$ cat config.mk
export PLATFORM = sky130hd
export DESIGN_NAME = cpe_cache_parity_ctl
export DESIGN_NICKNAME = d
export VERILOG_FILES = /design/src/logic/cpe_pkg.sv /design/src/logic/cpe_cache_parity_ctl.sv /design/src/logic/cpe_err_capture.sv /design/src/logic/cpe_store_sel.sv
export SDC_FILE = /design/constraint.sdc
export NUM_CORES = 1
export LEC_CHECK = 0
export ABC_AREA = 1
export BUFFER_PORTS_ARGS = -buffer_cell sky130_fd_sc_hd__buf_4
export CAP_MARGIN = 40
export CORE_ASPECT_RATIO = 1.25
export CORE_MARGIN = 8
export CORE_UTILIZATION = 54
export DETAILED_ROUTE_END_ITERATION = 12
export GPL_TIMING_DRIVEN = 0
export PLACE_DENSITY = 0.86
export SLEW_MARGIN = 20
export SYNTH_ARGS = -nofsm -noshare
export SYNTH_HDL_FRONTEND = slang
export SYNTH_HIERARCHICAL = 1
export SYNTH_SLANG_ARGS = --single-unit
$ cat constraint.sdc
create_clock -name clk -period 1.9 [get_ports clk]
set_input_delay 0.19 -clock clk [delete_from_list [all_inputs] [get_ports clk]]
set_output_delay 0.19 -clock clk [all_outputs]
set_load 0.01 [all_outputs]
$ cat src/logic/cpe_pkg.sv
package cpe_pkg;
  // Control register bit positions
  localparam int PE_BIT = 31;
  localparam int PO_BIT = 30;
  localparam int WST_BIT = 29;
  localparam int SPR_BIT = 28;
  localparam int PCO_BIT = 27;
  localparam int ITC_BIT = 26;
  localparam int LBE_BIT = 25;
  localparam int WRITE_ALLOC_BUS_FAULT_BIT = 24;
  localparam int L2P_BIT = 23;
  localparam int PCI_LSB = 13;
  localparam int PCI_W = 6;
  localparam int PI_LSB = 4;
  localparam int PI_W = 9;
  localparam int PD_LSB = 0;
  localparam int PD_W = 4;
  // Capture register bit positions
  localparam int ER_BIT = 31;
  localparam int EC_BIT = 30;
  localparam int ED_BIT = 29;
  localparam int ET_BIT = 28;
  localparam int ES_BIT = 27;
  localparam int EE_BIT = 26;
  localparam int EB_BIT = 25;
  localparam int EF_BIT = 24;
  localparam int SP_BIT = 23;
  localparam int EW_BIT = 22;
  localparam int WAY_LSB = 20;
  localparam int WAY_W = 2;
  localparam int IDX_W = 20;
  localparam logic [31:0] CTL_RESET = 32'h0000_0000;
  localparam logic [31:0] CAP_RESET = 32'h0000_0000;
  // Register selects of the coprocessor move
  localparam logic SEL_CONTROL = 1'h0;
  localparam logic SEL_CAPTURE = 1'h1;
  // Test mode codes, ordered {way select, scratchpad, thread comm}
  localparam logic [2:0] MODE_NORMAL = 3'h0;
  localparam logic [2:0] MODE_SCRATCH = 3'h2;
  localparam logic [2:0] MODE_WAYSEL = 3'h4;
  localparam logic [2:0] MODE_DUPTAG = 3'h6;
  localparam logic [2:0] MODE_THREAD = 3'h1;

  typedef enum logic [2:0] {
    ARR_NORMAL, ARR_SCRATCH, ARR_WAYSEL, ARR_DUPTAG, ARR_THREAD, ARR_RESERVED
  } cpe_array_e;

  typedef enum logic [1:0] {OP_NONE, OP_LOAD_TAG, OP_STORE_TAG, OP_STORE_DATA} cpe_op_e;

  typedef struct packed {
    logic parity_enable;
    logic parity_override;
    logic way_select_test;
    logic scratchpad_tag_test;
    logic precode_override;
    logic thread_comm_tag_test;
    logic load_bus_fault;
    logic write_alloc_bus_fault;
    logic l2_check_invert;
    logic [PCI_W-1:0] precode;
    logic [PI_W-1:0] icache_data_parity;
    logic [PD_W-1:0] dcache_word_parity;
  } cpe_ctl_s;

  typedef struct packed {
    logic valid;
    cpe_op_e op;
    logic icache;
    logic tag_parity_calc;
    logic tag_lo_parity;
    logic [PCI_W-1:0] precode_calc;
    logic [PI_W-1:0] iparity_calc;
    logic [PD_W-1:0] dparity_calc;
    logic [PCI_W-1:0] rd_precode;
    logic [PI_W-1:0] rd_iparity;
    logic [PD_W-1:0] rd_dparity;
  } cpe_cacheop_s;

  typedef struct packed {
    logic valid;
    logic is_data;
    logic non_primary;
    logic from_snoop;
    logic remote_cpu;
    logic tag_err;
    logic dup_tag_err;
    logic data_err;
    logic way_err;
    logic scratch_err;
    logic details_lost;
    logic [WAY_W-1:0] way;
    logic [IDX_W-1:0] index;
  } cpe_fault_s;

  typedef struct packed {
    logic valid;
    cpe_op_e op;
    logic icache;
    cpe_array_e array;
    logic tag_parity;
    logic [PI_W-1:0] iparity;
    logic [PD_W-1:0] dparity;
    logic [PCI_W-1:0] precode;
  } cpe_store_s;

  function automatic cpe_array_e cpe_decode_mode(input logic [2:0] m);
    cpe_array_e a;
    unique case (m)
      MODE_NORMAL: a = ARR_NORMAL;
      MODE_SCRATCH: a = ARR_SCRATCH;
      MODE_WAYSEL: a = ARR_WAYSEL;
      MODE_DUPTAG: a = ARR_DUPTAG;
      MODE_THREAD: a = ARR_THREAD;
      default: a = ARR_RESERVED;
    endcase
    return a;
  endfunction

  function automatic logic [2:0] cpe_mode_bits(input cpe_ctl_s c);
    return {c.way_select_test, c.scratchpad_tag_test, c.thread_comm_tag_test};
  endfunction

  // Bits 22:19 always read as zero
  function automatic logic [31:0] cpe_pack_ctl(input cpe_ctl_s c);
    return {c.parity_enable, c.parity_override, c.way_select_test, c.scratchpad_tag_test,
      c.precode_override, c.thread_comm_tag_test, c.load_bus_fault,
      c.write_alloc_bus_fault, c.l2_check_invert, 4'h0, c.precode,
      c.icache_data_parity, c.dcache_word_parity};
  endfunction
endpackage

$ cat src/logic/cpe_cache_parity_ctl.sv
`timescale 1ns/1ns
module cpe_cache_parity_ctl #(
  parameter bit PARITY_IMPL = 1'b1
) (
  // Clock and reset
  input wire logic clk,
  input wire logic rst,
  // Coprocessor register moves
  input wire logic cp0_wr_en,
  input wire logic cp0_wr_sel,
  input wire logic [31:0] cp0_wr_data,
  input wire logic cp0_rd_sel,
  output logic [31:0] cp0_rd_data,
  // Data bus error report
  input wire logic bus_err_valid,
  input wire logic bus_err_load,
  input wire logic bus_err_store_lost,
  // Index cache operations
  input wire cpe_pkg::cpe_cacheop_s cacheop,
  output cpe_pkg::cpe_store_s store_out,
  // Cache error exception
  input wire cpe_pkg::cpe_fault_s fault,
  input wire logic handler_start,
  // Mode outputs
  output cpe_pkg::cpe_array_e array_mode,
  output logic l1_parity_on,
  output logic l2_ecc_on,
  output logic itag_ws_map
);
  import cpe_pkg::*;

  typedef struct packed {
    cpe_ctl_s ctl;
    logic [31:0] rd_data;
    cpe_array_e mode;
    logic l1_on;
    logic l2_on;
    logic ws_map;
  } cpe_state_s;

  cpe_state_s s_reg;
  cpe_state_s s_next;
  logic parity_on;
  logic [31:0] cap_word;
  logic ld_tag;

  assign parity_on = PARITY_IMPL && s_reg.ctl.parity_enable;
  assign ld_tag = cacheop.valid && cacheop.op == OP_LOAD_TAG;

  always_comb begin
    s_next = s_reg;
    if (cp0_wr_en && cp0_wr_sel == SEL_CONTROL) begin
      // Bits 25:24 and 22:19 are not writable
      s_next.ctl.parity_enable = PARITY_IMPL && cp0_wr_data[PE_BIT];
      s_next.ctl.parity_override = cp0_wr_data[PO_BIT];
      s_next.ctl.way_select_test = cp0_wr_data[WST_BIT];
      s_next.ctl.scratchpad_tag_test = cp0_wr_data[SPR_BIT];
      s_next.ctl.precode_override = cp0_wr_data[PCO_BIT];
      s_next.ctl.thread_comm_tag_test = cp0_wr_data[ITC_BIT];
      s_next.ctl.l2_check_invert = cp0_wr_data[L2P_BIT];
      s_next.ctl.precode = cp0_wr_data[PCI_LSB +: PCI_W];
      s_next.ctl.icache_data_parity = cp0_wr_data[PI_LSB +: PI_W];
      s_next.ctl.dcache_word_parity = cp0_wr_data[PD_LSB +: PD_W];
    end
    // Hardware updates follow the software write so they win a same-cycle clash
    if (bus_err_valid) begin
      s_next.ctl.load_bus_fault = bus_err_load;
      s_next.ctl.write_alloc_bus_fault = bus_err_store_lost;
    end
    if (ld_tag) begin
      if (cacheop.icache) begin
        s_next.ctl.precode = cacheop.rd_precode;
        s_next.ctl.icache_data_parity = parity_on ? cacheop.rd_iparity : '0;
      end else begin
        s_next.ctl.dcache_word_parity = parity_on ? cacheop.rd_dparity : '0;
      end
    end
    // Reads return the value as of the previous edge
    s_next.rd_data = (cp0_rd_sel == SEL_CAPTURE) ? cap_word : cpe_pack_ctl(s_reg.ctl);
    s_next.mode = cpe_decode_mode(cpe_mode_bits(s_reg.ctl));
    s_next.l1_on = parity_on;
    s_next.l2_on = s_reg.ctl.parity_enable ^ s_reg.ctl.l2_check_invert;
    s_next.ws_map = s_reg.ctl.way_select_test;
  end

  always_ff @(posedge clk) begin
    if (rst) begin
      s_reg <= '0;
      s_reg.ctl <= cpe_ctl_s'(CTL_RESET[$bits(cpe_ctl_s)-1:0]);
      s_reg.mode <= ARR_NORMAL;
    end else begin
      s_reg <= s_next;
    end
  end

  cpe_store_sel u_store_sel (
    .clk(clk),
    .rst(rst),
    .ctl(s_reg.ctl),
    .parity_on(parity_on),
    .cacheop(cacheop),
    .store_out(store_out)
  );

  cpe_err_capture u_err_capture (
    .clk(clk),
    .rst(rst),
    .fault(fault),
    .handler_start(handler_start),
    .cap_word(cap_word)
  );

  assign cp0_rd_data = s_reg.rd_data;
  assign array_mode = s_reg.mode;
  assign l1_parity_on = s_reg.l1_on;
  assign l2_ecc_on = s_reg.l2_on;
  assign itag_ws_map = s_reg.ws_map;
endmodule

$ cat src/logic/cpe_err_capture.sv
`timescale 1ns/1ns
module cpe_err_capture (
  // Clock and reset
  input wire logic clk,
  input wire logic rst,
  // Fault report and handler progress
  input wire cpe_pkg::cpe_fault_s fault,
  input wire logic handler_start,
  // Captured word
  output logic [31:0] cap_word
);
  import cpe_pkg::*;

  typedef struct packed {
    logic [31:0] cap;
    logic pending;
  } cpe_cap_s;

  cpe_cap_s s_reg;
  cpe_cap_s s_next;
  logic tag_any;
  logic [2:0] n_err;

  always_comb begin
    s_next = s_reg;
    tag_any = fault.tag_err || fault.dup_tag_err;
    n_err = 3'(fault.tag_err) + 3'(fault.dup_tag_err) + 3'(fault.data_err)
          + 3'(fault.way_err);
    if (handler_start) begin
      s_next.pending = 1'b0;
    end
    if (fault.valid) begin
      s_next.cap = '0;
      s_next.cap[ER_BIT] = fault.is_data;
      s_next.cap[EC_BIT] = fault.non_primary;
      if (fault.is_data) begin
        if (fault.tag_err) begin
          s_next.cap[ED_BIT:ET_BIT] = 2'h1;
        end else if (fault.dup_tag_err) begin
          s_next.cap[ED_BIT:ET_BIT] = 2'h3;
        end else if (fault.data_err) begin
          s_next.cap[ED_BIT:ET_BIT] = 2'h2;
        end
      end else begin
        s_next.cap[ET_BIT] = tag_any;
        s_next.cap[ED_BIT] = fault.data_err && !tag_any;
      end
      s_next.cap[EW_BIT] = fault.way_err && !tag_any && !fault.data_err;
      s_next.cap[ES_BIT] = fault.from_snoop;
      s_next.cap[EE_BIT] = fault.remote_cpu;
      s_next.cap[EB_BIT] = n_err > 3'h1;
      // A second error before the handler runs overwrites unseen details
      s_next.cap[EF_BIT] = fault.details_lost || s_reg.pending;
      s_next.cap[SP_BIT] = fault.scratch_err;
      s_next.cap[WAY_LSB +: WAY_W] = fault.way;
      s_next.cap[IDX_W-1:0] = fault.index;
      s_next.pending = 1'b1;
    end
  end

  always_ff @(posedge clk) begin
    if (rst) begin
      s_reg <= {CAP_RESET, 1'b0};
    end else begin
      s_reg <= s_next;
    end
  end

  assign cap_word = s_reg.cap;
endmodule

$ cat src/logic/cpe_store_sel.sv
`timescale 1ns/1ns
module cpe_store_sel (
  // Clock and reset
  input wire logic clk,
  input wire logic rst,
  // Control state and cache operation
  input wire cpe_pkg::cpe_ctl_s ctl,
  input wire logic parity_on,
  input wire cpe_pkg::cpe_cacheop_s cacheop,
  // Values sent to the arrays
  output cpe_pkg::cpe_store_s store_out
);
  import cpe_pkg::*;

  cpe_store_s s_reg;
  cpe_store_s s_next;

  always_comb begin
    s_next = '0;
    s_next.valid = cacheop.valid && cacheop.op != OP_NONE;
    s_next.op = cacheop.op;
    s_next.icache = cacheop.icache;
    s_next.array = cpe_decode_mode(cpe_mode_bits(ctl));
    // Parity fields stay zero with protection off so arrays see a clean value
    if (parity_on) begin
      s_next.tag_parity = ctl.parity_override ? cacheop.tag_lo_parity
                                              : cacheop.tag_parity_calc;
      s_next.iparity = ctl.parity_override ? ctl.icache_data_parity
                                           : cacheop.iparity_calc;
      s_next.dparity = ctl.parity_override ? ctl.dcache_word_parity
                                           : cacheop.dparity_calc;
    end
    s_next.precode = ctl.precode_override ? ctl.precode : cacheop.precode_calc;
  end

  always_ff @(posedge clk) begin
    if (rst) begin
      s_reg <= '0;
    end else begin
      s_reg <= s_next;
    end
  end

  assign store_out = s_reg;
endmodule
# After elaboration in Yosys (flattened, before gate mapping)
# Index checks and enable logic that the tools add are counted.
dict set report word_totals {
  in_bits 118
  regBits 123
  output_inout_bits 65
  elab_cells 73
}
dict set report op_classes {
  eq_ne 5
  add_sub_neg 3
  bitwise 4
  reduce_logical 15
  n_lt_le_gt_ge 1
  mux 18
}
# op count
set ops {}
lappend ops {{19-bit two-way mux} 2}
lappend ops {{32-bit two-way mux} 1}
lappend ops {{9-bit two-way mux} 2}
lappend ops {{15-bit two-way mux} 1}
lappend ops {{3-bit one-hot mux with 5 select lines} 1}
lappend ops {{4-bit two-way mux} 3}
lappend ops {{2-bit two-way mux} 4}
lappend ops {{3-bit by 1-bit adder with 3-bit output} 2}
lappend ops {{3-bit == test (second input constant)} 2}
lappend ops {{1-bit logical AND} 6}
lappend ops {{6-bit two-way mux} 1}
lappend ops {{2-bit nonzero test} 2}
lappend ops {{2-bit OR reduction} 2}
lappend ops {{3-bit by 1-bit == test with 1-bit output (second input constant)} 1}
lappend ops {{3-bit by 2-bit == test with 1-bit output (second input constant)} 1}
lappend ops {{3-bit by 1-bit greater-than comparator with 1-bit output (second input constant)} 1}
lappend ops {{3-bit zero test} 1}
lappend ops {{1-bit two-way mux} 3}
lappend ops {{1-bit inverter} 3}
lappend ops {{1-bit by 1-bit adder with 2-bit output} 1}
lappend ops {{2-bit by 1-bit == test with 1-bit output (second input constant)} 1}
lappend ops {{1-bit zero test} 2}
lappend ops {{1-bit logical OR} 2}
lappend ops {{1-bit XOR} 1}

# Longest topological paths before layout
dict set report depth {
  ltp_word 5
  ltp_mapped 7
}

# Modules after synthesis
# Netlist, hierarchy kept.
# module n_inst seq_area_each_um2 cells_per_inst area_each_um2
set by_module_without_submodules {}
lappend by_module_without_submodules {cpe_cache_parity_ctl 1 1321.3 381 2780.2}
lappend by_module_without_submodules {cpe_err_capture 1 660.6 184 1452.6}
lappend by_module_without_submodules {cpe_store_sel 1 540.5 108 943.4}

# Least setup slack after synthesis
# Ideal clock, no wire load.
dict set report synth_timing {
  path_type {reg2reg}
  start {register, netlist name parity_on}
  end {register, netlist name s_reg[38]}
  stages_incl_launch_ff 8
  n_path_buf 1
  t_required_ns 1.844
  arrival_ns 0.965
  period_less_slack_ns 1.020
  setup_slack_ns 0.880
  cell_sequence {dfxtp_1 > buf_4 > inv_1 > nor2_2 > nand2_1 > nand2_1 > nand2_1 > inv_1}
}
dict set report synth_via {
  elab_chain_cells 3
}
# item line
set synth_rtl {}
lappend synth_rtl {{4-bit two-way mux} cpe_cache_parity_ctl.sv:75} ;# s_next.ctl.dcache_word_parity = parity_on ? cacheop.rd_dparity : '0;
lappend synth_rtl {{4-bit two-way mux} cpe_cache_parity_ctl.sv:71} ;# if (cacheop.icache) begin
lappend synth_rtl {{19-bit two-way mux} cpe_cache_parity_ctl.sv:70} ;# if (ld_tag) begin
# Every way passes these cells.
# A chain may end at the register's enable or synchronous reset.

# Worst setup path after layout
dict set report layout_timing {
  start {register, netlist name parity_on}
  end {register, netlist name s_reg[40]}
}
dict set report layout_via {
  elab_chain_cells 3
}
# item line
set layout_rtl {}
lappend layout_rtl {{4-bit two-way mux} cpe_cache_parity_ctl.sv:75}
lappend layout_rtl {{4-bit two-way mux} cpe_cache_parity_ctl.sv:71}
lappend layout_rtl {{19-bit two-way mux} cpe_cache_parity_ctl.sv:70}
# Every way passes these cells.

==> metrics.md <==
| Metric | Value |
|---|---|
| Clock transition at path regs | 50 ps |
| Synthesized area per cell | 7.69 um^2 |
| Slowest cell on crit path | dfxtp_1 |
| Slew of the pin with the lowest slew margin | 428 ps |
| P_sw | 0.00161 W |
| Routed WL | 15600 um |
| Area Overhead vs Synth | 39.5% |
| CORE AREA | 9460 um^2 |
| Clock skew | 5.91 ps |
| Die Span X | 104 um |
| Total congestion overflow | 0 |
| First-pass GRT wire length | 25100 um |
| Final antenna diode count | 0 |
| Critical path class | reg -> reg |
| Req. time, crit path | 2260 ps |
| Yosys warnings | 6 |
| CTS tree | yes |
| CP peak stage delay | 370 ps |
| GPL Wtd Cong | 0.850 |
| Fill cells | 652 |
| VDD IR max | 0.000768 V |
| Routed via count | 4918 |
| Worst-path cell chain | buf_4, inv_1, nor2_2, nand2_1, nand2_1, nand2_1, inv_1 |
| Fin. Hold Viols | 0 |
| Leading area contributor after synthesis | dfxtp_1 |
| Post-CTS resize count | 0 |
| Seq/Total Area, Yosys | 0.487 |
| Worst skew pair latency | 410 ps |
| Tmin final | 1340 ps |
| Critical-path maximum fanout | 8 |
| Final Instance Area | 7220 um^2 |
| Ranking of synthesized cells by area | dfxtp_1 49%, nor2_1 12%, buf_4 11%, nand2_1 8.1%, o21ai_0 6.8% |
| Vias in the first global route | 5250 |
| Pint | 0.00523 W |
| Num Clock Sinks | 126 |
| Final setup fails | 0 |
| Standby leakage power | 3.68 nW |
| Clock buffer depth | 2 |
| Distinct cells, synth | 26 |
| Post-detail-place hpwl | 11900 um |
| Routed wire per std cell | 15.5 um |
| Mapped Area | 5180 um^2 |
| Worst path arrival time | 1700 ps |
| Final antenna-violating net count | 0 |
| Ratio of cells with drive above 1 in the final layout | 0.359 |
| # nets final | 988 |
| Commonest non-fill, non-tap cell in the layout | buf_4 |
| Chip height | 125 um |
| Cts bufs inserted | 17 |
| Placed inst area | 6650 um^2 |
| RSZ-0062 raised after global routing | no |
| Worst Setup Start Kind | flop |
| # port buffers | 175 |
| Initial antenna violation count | 0 |
| Initial drt markers | 207 |
| Die outline area | 13000 um^2 |
| Endpoint class of the critical path | flop |
| TritonRoute pass-1 iters | 5 |
| Clk root buf | clkbuf_16 |
| GR Util All Layers | 0.238 |
| CP most frequent cell | nand2_1 |
| Pwr dens | 947 nW/um^2 |
| Sequential share of power | 0.423 |
| Commonest cells after routing, fill and taps aside | 248 x buf_4, 166 x nor2_1, 126 x dfxtp_1 |
| Largest net degree at the start of global routing | 17 |
| Max Cap Viol | 0 |
| Htree depth | 4 |
| Logic pwr share | 0.134 |
| Post-Synthesis Cells | 673 |
| Row count | 40 |
| Syn nets | 792 |
| Initial Util | 0.547 |
| Clk network pwr share | 0.443 |
| Status | completed |
| Final Max Slew Viols | 0 |
| Post-Route Setup TNS | 0 ps |
| Hold Path Class | in -> reg |
| Ports | 183 |
| Power Total | 0.00684 W |
| Peak Freq | 744 MHz |
| DRC errors left | 0 |
| Max transition margin | 0.714 |
| Via-to-Cell Ratio | 4.88 |
| Final Cycle Share | 0.707 |
| Synthesized flop and latch total | 126 |
| Switching portion of total power | 0.235 |
| Synth top area share | 0.487 |
[critical path: cells and delay by family (launching register included)]
kind	cells	cell delay (ps)
simple gates	4	550
flops	1	370
buf+inv	3	360
[per-layer routing]
| metal | routed length (um) | GRT usage | vias to the layer above |
|---|---|---|---|
| li1 | - | - | 2428 |
| met1 | 5810 | 0.234 | 2267 |
| met2 | 8250 | 0.441 | 193 |
| met3 | 1210 | 0.0838 | 30 |
| met4 | 342 | 0.0953 | 0 |
| met5 | 0 | 0 | - |
[final cells by class]
cell class                      instances  area, um^2  area share
Timing Repair Buffer                  177        1330       0.185
Multi-Input combinational cell        413        1820       0.251
Sequential cell                       126        2520       0.349
Buffer                                 98         701      0.0971
Tap cell                              126         158      0.0218
Clock buffer                           24         462      0.0640
Clock inverter                          8        90.1      0.0125
Inverter                               36         138      0.0191
[through the flow]
step                      hold slack, ps  setup slack, ps  instances  utilization
after floorplan                      259              880        673            -
after global placement               406              580        974        0.703
after detailed placement             420              523        974        0.703
after CTS                          0.492              584       1008        0.763
after global routing               0.288              497       1008        0.763
final                               4.74              557       1008        0.763
[final timing paths]
check	start	cells after the start	endpoint	slack (ps)
max	parity_on$_SDFFE_PP0N_	7	s_reg[40]$_SDFF_PP0_	560
min	fault[12]	3	u_err_capture/cap_word[12]$_SDFFE_PP0P_	5
min reg2reg	u_err_capture/cap_word[22]$_SDFFE_PP0P_	2	u_err_capture/cap_word[22]$_SDFFE_PP0P_	470
max reg2reg	parity_on$_SDFFE_PP0N_	7	s_reg[40]$_SDFF_PP0_	560
[power groups by stage]
stage                     sequential (W)  combinational, W  clock (W)
after CTS                        0.00289          0.000917    0.00306
after global placement           0.00294          0.000872          0
after floorplan                  0.00293          0.000478          0
after global routing             0.00291          0.000998    0.00316
after detailed placement         0.00294          0.000902          0
final                            0.00289          0.000918    0.00303
[synth_stat cells]
cell type	count
nand3_1	21
xnor2_1	1
clkbuf_1	5
clkbuf_2	4
nor2_2	2
nor2_4	2
inv_4	1
a31oi_1	1
nand2_2	1
a211oi_1	2
dfxtp_1	126
buf_12	1
buf_4	73
inv_1	31
a21oi_2	10
nor2_1	166
inv_2	4
buf_6	3
buf_2	12
nand2_1	112
nor3_2	1
nand2_4	2
fa_1	1
o21ai_1	1
o21ai_0	70
a21oi_1	20
[timing repair]
action,CTS,global route
hold buffers,2,0
hold endpoints to repair,2,0
buffers inserted,0,0
[cells by family (layout without fill, tap and decap cells)]
family,Yosys count,count (layout),synth area share
simple gates,307,307,0.236
buf+inv,134,343,0.162
compound gates,104,104,0.109
fa+ha+maj,1,1,0.00387
flops,126,126,0.487
xor+xnor,1,1,0.00169
Power figures use the tool's default switching activity.
